==> config.mk <==
export PLATFORM = sky130hd
export DESIGN_NAME = vga_palette_index_port
export DESIGN_NICKNAME = d
export VERILOG_FILES = /design/src/logic/palette_port_pkg.sv /design/src/logic/pixel_mask_stage.sv /design/src/logic/vga_palette_index_port.sv
export SDC_FILE = /design/constraint.sdc
export NUM_CORES = 1
export LEC_CHECK = 0
export BUFFER_PORTS_ARGS = -buffer_cell sky130_fd_sc_hd__clkbuf_2
export CAP_MARGIN = 20
export CORE_ASPECT_RATIO = 2
export CORE_MARGIN = 2
export CORE_UTILIZATION = 54
export CTS_BUF_LIST = sky130_fd_sc_hd__clkbuf_4 sky130_fd_sc_hd__clkbuf_8
export DETAILED_ROUTE_END_ITERATION = 16
export PLACE_DENSITY = 0.92
export REMOVE_ABC_BUFFERS = 1
export SETUP_SLACK_MARGIN = 0.3
export SLEW_MARGIN = 5
export SYNTH_ARGS = -nofsm -noshare
export SYNTH_HDL_FRONTEND = slang
export SYNTH_SLANG_ARGS = --single-unit
export TNS_END_PERCENT = 50
==> constraint.sdc <==
create_clock -name ref_clk -period 5.6 [get_ports ref_clk]
set_input_delay 0.84 -clock ref_clk [delete_from_list [all_inputs] [get_ports ref_clk]]
set_output_delay 0.84 -clock ref_clk [all_outputs]
set_load 0.03 [all_outputs]
==> src/logic/palette_port_pkg.sv <==
// constants and carriers for the palette index front end
// assumes byte-wide host i/o strobes on the display clock
package palette_port_pkg;
    localparam logic [15:0] mask_addr = 16'h03c6;
    localparam logic [15:0] state_addr = 16'h03c7;
    localparam logic [15:0] rdptr_addr = 16'h03c7;
    localparam logic [15:0] wrptr_addr = 16'h03c8;
    localparam logic [15:0] data_addr = 16'h03c9;
    localparam logic [1:0] last_wrote_write = 2'h0;
    localparam logic [1:0] last_wrote_read = 2'h3;
    localparam logic [7:0] pointer_reset = 8'h00;
    localparam logic [7:0] mask_reset = 8'h00;
    localparam logic [1:0] phase_reset = 2'h0;
    localparam int field_lsb = 0;

    typedef enum logic [1:0] {ph_red, ph_green, ph_blue} phase_t;

    typedef struct packed {
        logic rd;
        logic wr;
        logic [15:0] addr;
        logic [7:0] wdata;
    } io_req_t;

    typedef struct packed {
        logic we;
        logic [7:0] index;
        logic [23:0] rgb;
    } pal_wr_t;
endpackage : palette_port_pkg

==> src/logic/pixel_mask_stage.sv <==
// pixel index masking stage
// assumes pixel data on the same clock as the block
`timescale 1ns/1ns
module pixel_mask_stage #(
    parameter int width = 8
) (
    // clock and reset
    input wire logic ref_clk,
    input wire logic reset_n,
    // pixel path
    input wire logic [width-1:0] pixel_in,
    input wire logic pixel_valid,
    input wire logic [width-1:0] mask,
    output logic [width-1:0] index_out,
    output logic index_valid
);
    typedef struct packed {
        logic [width-1:0] idx;
        logic vld;
    } st_t;
    st_t s_q, s_d;

    always_comb begin
        s_d = s_q;
        s_d.vld = pixel_valid;
        s_d.idx = pixel_in & mask; // [RULE1] [RULE2]
    end

    always_ff @(posedge ref_clk or negedge reset_n) begin
        if (!reset_n) begin
            s_q <= '0;
        end else begin
            s_q <= s_d;
        end
    end

    assign index_out = s_q.idx;
    assign index_valid = s_q.vld;
endmodule : pixel_mask_stage

==> src/logic/vga_palette_index_port.sv <==
// palette index port: mask, state, read/write pointers and rgb sequencer
// assumes host i/o strobes and pixel data are synchronous to ref_clk;
// palette storage sits outside and answers pal_rdata combinationally from pal_rd_index
//
// Summary of operation
// RULE1: pixel AND mask gives palette index
// RULE2: mask zero clears bit, one passes
// RULE3: state register bits 7:2 read zero
// RULE4: two-bit field records last written pointer
// RULE5: 00 after reset/write pointer, 11 read
// RULE6: read pointer write selects entry read
// RULE7: read pointer increments after three reads
// RULE8: read pointer write aborts partial write
// RULE9: palette reads work in any mode
// RULE10: data port steps red, green, blue
// RULE11: pointer write resets rgb sequencer
// RULE12: entry updated after three writes, increments
// RULE13: shared address reads state, writes pointer
// RULE14: host programs mask before indexed display
`timescale 1ns/1ns
module vga_palette_index_port (
    // clock and reset
    input wire logic ref_clk,
    input wire logic reset_n,
    // host i/o
    input wire palette_port_pkg::io_req_t io_req,
    output logic [7:0] io_rdata,
    // pixel path
    input wire logic [7:0] pixel_in,
    input wire logic pixel_valid,
    output logic [7:0] pixel_index,
    output logic pixel_index_valid,
    // palette storage
    output logic [7:0] pal_rd_index,
    input wire logic [23:0] pal_rdata,
    output palette_port_pkg::pal_wr_t pal_wr
);
    typedef struct packed {
        logic [7:0] mask;
        logic [1:0] last;
        logic [7:0] rptr;
        logic [7:0] wptr;
        palette_port_pkg::phase_t phase;
        logic [15:0] held;
        logic [7:0] rdata;
        palette_port_pkg::pal_wr_t wr;
    } st_t;
    st_t s_q, s_d;

    logic rd_data, wr_data, wr_rptr, wr_wptr;
    logic [7:0] byte_sel;

    assign rd_data = io_req.rd && io_req.addr == palette_port_pkg::data_addr;
    assign wr_data = io_req.wr && io_req.addr == palette_port_pkg::data_addr;
    assign wr_rptr = io_req.wr && io_req.addr == palette_port_pkg::rdptr_addr; // [RULE13]
    assign wr_wptr = io_req.wr && io_req.addr == palette_port_pkg::wrptr_addr;

    // ------------------------------------------------------------
    // rgb component select
    // ------------------------------------------------------------
    always_comb begin
        case (s_q.phase)
            palette_port_pkg::ph_red: byte_sel = pal_rdata[23:16]; // [RULE10]
            palette_port_pkg::ph_green: byte_sel = pal_rdata[15:8];
            palette_port_pkg::ph_blue: byte_sel = pal_rdata[7:0];
            default: byte_sel = 8'h00;
        endcase
    end

    // ------------------------------------------------------------
    // next state
    // ------------------------------------------------------------
    always_comb begin
        s_d = s_q;
        s_d.wr.we = 1'b0;
        if (io_req.wr && io_req.addr == palette_port_pkg::mask_addr) begin
            s_d.mask = io_req.wdata;
        end
        if (io_req.rd) begin
            if (io_req.addr == palette_port_pkg::mask_addr) begin
                s_d.rdata = s_q.mask;
            end else if (io_req.addr == palette_port_pkg::state_addr) begin
                s_d.rdata = {6'h00, s_q.last}; // [RULE3] [RULE4] [RULE13]
            end else if (rd_data) begin
                s_d.rdata = byte_sel; // [RULE9]
            end else begin
                s_d.rdata = 8'h00;
            end
        end
        if (wr_rptr) begin
            s_d.rptr = io_req.wdata; // [RULE6]
            s_d.last = palette_port_pkg::last_wrote_read; // [RULE5]
            s_d.phase = palette_port_pkg::ph_red; // [RULE8] [RULE11]
        end else if (wr_wptr) begin
            s_d.wptr = io_req.wdata;
            s_d.last = palette_port_pkg::last_wrote_write; // [RULE5]
            s_d.phase = palette_port_pkg::ph_red; // [RULE11]
        end else if (rd_data || wr_data) begin
            case (s_q.phase)
                palette_port_pkg::ph_red: begin
                    s_d.phase = palette_port_pkg::ph_green; // [RULE10]
                    if (wr_data) s_d.held[15:8] = io_req.wdata;
                end
                palette_port_pkg::ph_green: begin
                    s_d.phase = palette_port_pkg::ph_blue;
                    if (wr_data) s_d.held[7:0] = io_req.wdata;
                end
                palette_port_pkg::ph_blue: begin
                    s_d.phase = palette_port_pkg::ph_red;
                    if (wr_data) begin
                        s_d.wr.we = 1'b1; // [RULE12]
                        s_d.wr.index = s_q.wptr;
                        s_d.wr.rgb = {s_q.held, io_req.wdata};
                        s_d.wptr = s_q.wptr + 8'h01;
                    end else begin
                        s_d.rptr = s_q.rptr + 8'h01; // [RULE7]
                    end
                end
                default: s_d.phase = palette_port_pkg::ph_red;
            endcase
        end
    end

    always_ff @(posedge ref_clk or negedge reset_n) begin
        if (!reset_n) begin
            s_q <= '0;
            s_q.mask <= palette_port_pkg::mask_reset;
            s_q.last <= palette_port_pkg::last_wrote_write; // [RULE5]
            s_q.rptr <= palette_port_pkg::pointer_reset;
            s_q.wptr <= palette_port_pkg::pointer_reset;
            s_q.phase <= palette_port_pkg::ph_red;
        end else begin
            s_q <= s_d;
        end
    end

    assign io_rdata = s_q.rdata;
    assign pal_rd_index = s_q.rptr;
    assign pal_wr = s_q.wr;

    pixel_mask_stage #(
        .width(8)
    ) u_mask (
        .ref_clk(ref_clk),
        .reset_n(reset_n),
        .pixel_in(pixel_in),
        .pixel_valid(pixel_valid),
        .mask(s_q.mask), // [RULE14]
        .index_out(pixel_index),
        .index_valid(pixel_index_valid)
    );
endmodule : vga_palette_index_port

==> results_dict.tcl <==
set metrics [dict create \
    status "completed" \
    setup-tns-final_ns 0 \
    ys_ff_latch 93 \
    vias 3584 \
    firstDrtPassIters 5 \
    synth-seq-area-share 0.510 \
    root_buffer "clkbuf_8" \
    slew_headroom 0.298 \
    tightest_slew_ns 1.05 \
    rsz0062_at_grt "false" \
    r2r_slack_ns 2.81 \
    initial_utilization 0.554 \
    whs_ns 0.360 \
    required_ns 5.90 \
    synthCells 469 \
    crit_arrival_ns 3.40 \
    ys_warn_count 0 \
    post-dp-hpwl_mm 7.96 \
    fin_cells 635 \
    report.final.slew_viol_count 0 \
    grt_pass1_wl_mm 16.6 \
    num-fill-cells 684 \
    ys.flop_type "dfrtp_1" \
    io_buffer_count 118 \
    ant_nets 0 \
    h-tree-depth 3 \
    final_area_sq_um 5030 \
    clock-sinks 93 \
    grt_overflow_total 0 \
    start_kind "input port" \
    layout.cells.most_common "nand2_1" \
    drtIter0Drc 192 \
    p_per_area_nw_per_um2 234 \
    vias_per_cell 5.64 \
    finalHoldViolations 0 \
    cts_hold_buf 0 \
    max-cap-violations 0 \
    irDropWorstVdd_uv 165 \
    num_io_pins 119 \
    leakage_nw 2.67 \
    finalCriticalPeriod_ns 3.11 \
    clock_skew_ns 0.00763 \
    antenna_found_initial 0 \
    clockBufferDepth 2 \
    core_sq_um 8230 \
    cts_tree "done" \
    cp-end-kind "flip-flop" \
    place_congestion 0.831 \
    wl_mm 10.7 \
    crit_type "input port to flip-flop" \
    avgSynthCellArea_sq_um 9.72 \
    crit_fanout 37 \
    grt_pass1_vias 3570 \
    synth-async-reset-ratio 1.00 \
    multi_input_area_sq_um 1730 \
    netlist_area_sq_um 4560 \
    chipHeight_um 134 \
    clock_latency_ns 0.38 \
    grt_usage 0.242 \
    clk_transition_reported_paths_ns 0.09 \
    row_count 47 \
    post_cts_buffers 0 \
    seq_area_sq_um 2330 \
    cts_resized 0 \
    mostFrequentLayoutCells "127 x nand2_1, 117 x clkbuf_2, 93 x dfrtp_1" \
    hp-class "input port to async pin" \
    cts_buffers 9 \
    drc 0 \
    place_area_sq_um 4820 \
    grt_max_degree 94 \
    setup_violations 0 \
    fmax_ghz 0.322 \
    area_growth_pct 10.3 \
    period_share 0.555 \
    fin_nets 595 \
    synth_cell_types 47 \
    avgRoutedWirePerCell_um 16.8 \
    placed_cells 618 \
    layout-drive-gt1-share 0.309 \
    dieArea_sq_um 9240 \
    die_w_um 69.0 \
    diodes 0 \
    synth_enable_flop_cells 0 \
]
stage by stage:
stage | power (mW) | utilization | worst slack, ns
detailed placement | 0.766 | 0.585 | 2.12
CTS | 1.18 | 0.607 | 2.51
global route | 1.21 | 0.611 | 2.23
finish | 1.18 | 0.611 | 2.49
floorplan | 0.714 | - | 2.13
global placement | 0.762 | 0.585 | 2.31
synth_stat cells (2+ instances only):
library cell / instances / area, sq um
a21boi_1: 2 / 15.0
a21oi_1: 8 / 40.0
a221oi_1: 6 / 52.6
a22oi_1: 3 / 22.5
a311oi_1: 3 / 26.3
a32oi_1: 4 / 35.0
and2_1: 9 / 56.3
and3_1: 3 / 18.8
buf_4: 49 / 368
buf_6: 3 / 33.8
clkbuf_1: 15 / 56.3
dfrtp_1: 93 / 2330
ha_1: 2 / 25.0
inv_1: 8 / 30.0
mux2_1: 4 / 45.0
mux2_2: 20 / 225
mux2i_1: 10 / 100
nand2_1: 127 / 477
nand3_1: 7 / 35.0
nand4b_1: 3 / 26.3
nor2_1: 22 / 82.6
nor3_1: 8 / 40.0
nor4_1: 6 / 37.5
o211ai_1: 4 / 30.0
o21ai_0: 21 / 105
o22ai_1: 3 / 18.8
or2_2: 3 / 18.8
or3_1: 2 / 12.5
or4_4: 2 / 22.5
or4bb_1: 2 / 22.5
metal layers:
layer	vias up	GRT usage	part of all wire
met5	-	0	0
met4	0	0.150	0.040
met3	30	0.0285	0.053
met2	148	0.425	0.54
met1	1733	0.262	0.36
li1	1673	-	-
cell families (layout without fill, tap and decap cells):
group,count (synthesis),in the layout,synth area share
simple gates,202,202,0.203
mux,34,34,0.0812
flops,93,93,0.510
buf+inv,78,146,0.110
compound gates,60,60,0.0906
fa+ha+maj,2,2,0.00549
area by class of cell:
type | instances | share of cell area
sequential | 93 | 0.463
multi-input combinational | 298 | 0.344
timing repair buffer | 120 | 0.125
clock buffer | 10 | 0.0274
tap | 98 | 0.0244
clock inverter | 6 | 0.00871
inverter | 10 | 0.00746
sequential cells by signal, indices dropped and copies added, names as in the netlist:
register,flops
u_mask.index_valid,1
pal_rd_index,8
io_rdata,8
u_mask.index_out,8
pal_wr,33
s_q,35
report_power, final:
group	switching [mW]	internal, mW	total, mW
logic	0.0493	0.0271	0.0765
clock network	0.248	0.177	0.425
registers	0.00257	0.675	0.678
worst paths after layout:
| path | depth (start not counted) | from | endpoint |
|---|---|---|---|
| min in group ref_clk | 2 | s_q[55] | pal_wr[22] |
| worst max register to register | 6 | s_q[57] | s_q[63] |
| worst min-delay path | 1 | reset_n | pal_wr[8] |
| max in group asynchronous | 2 | reset_n | pal_wr[25] |
| worst min register to register | 2 | s_q[55] | pal_wr[22] |
| worst max-delay path | 8 | io_req[21] | s_q[63] |
critical path: stages:
cell,delay (ns)
clkbuf_2,0.08
or4_4,0.56
nor4_1,0.66
nand4_2,0.17
buf_4,0.29
inv_2,0.47
nand2_1,0.10
o211ai_1,0.20
Note: power is estimated with default switching activity, not from simulation.
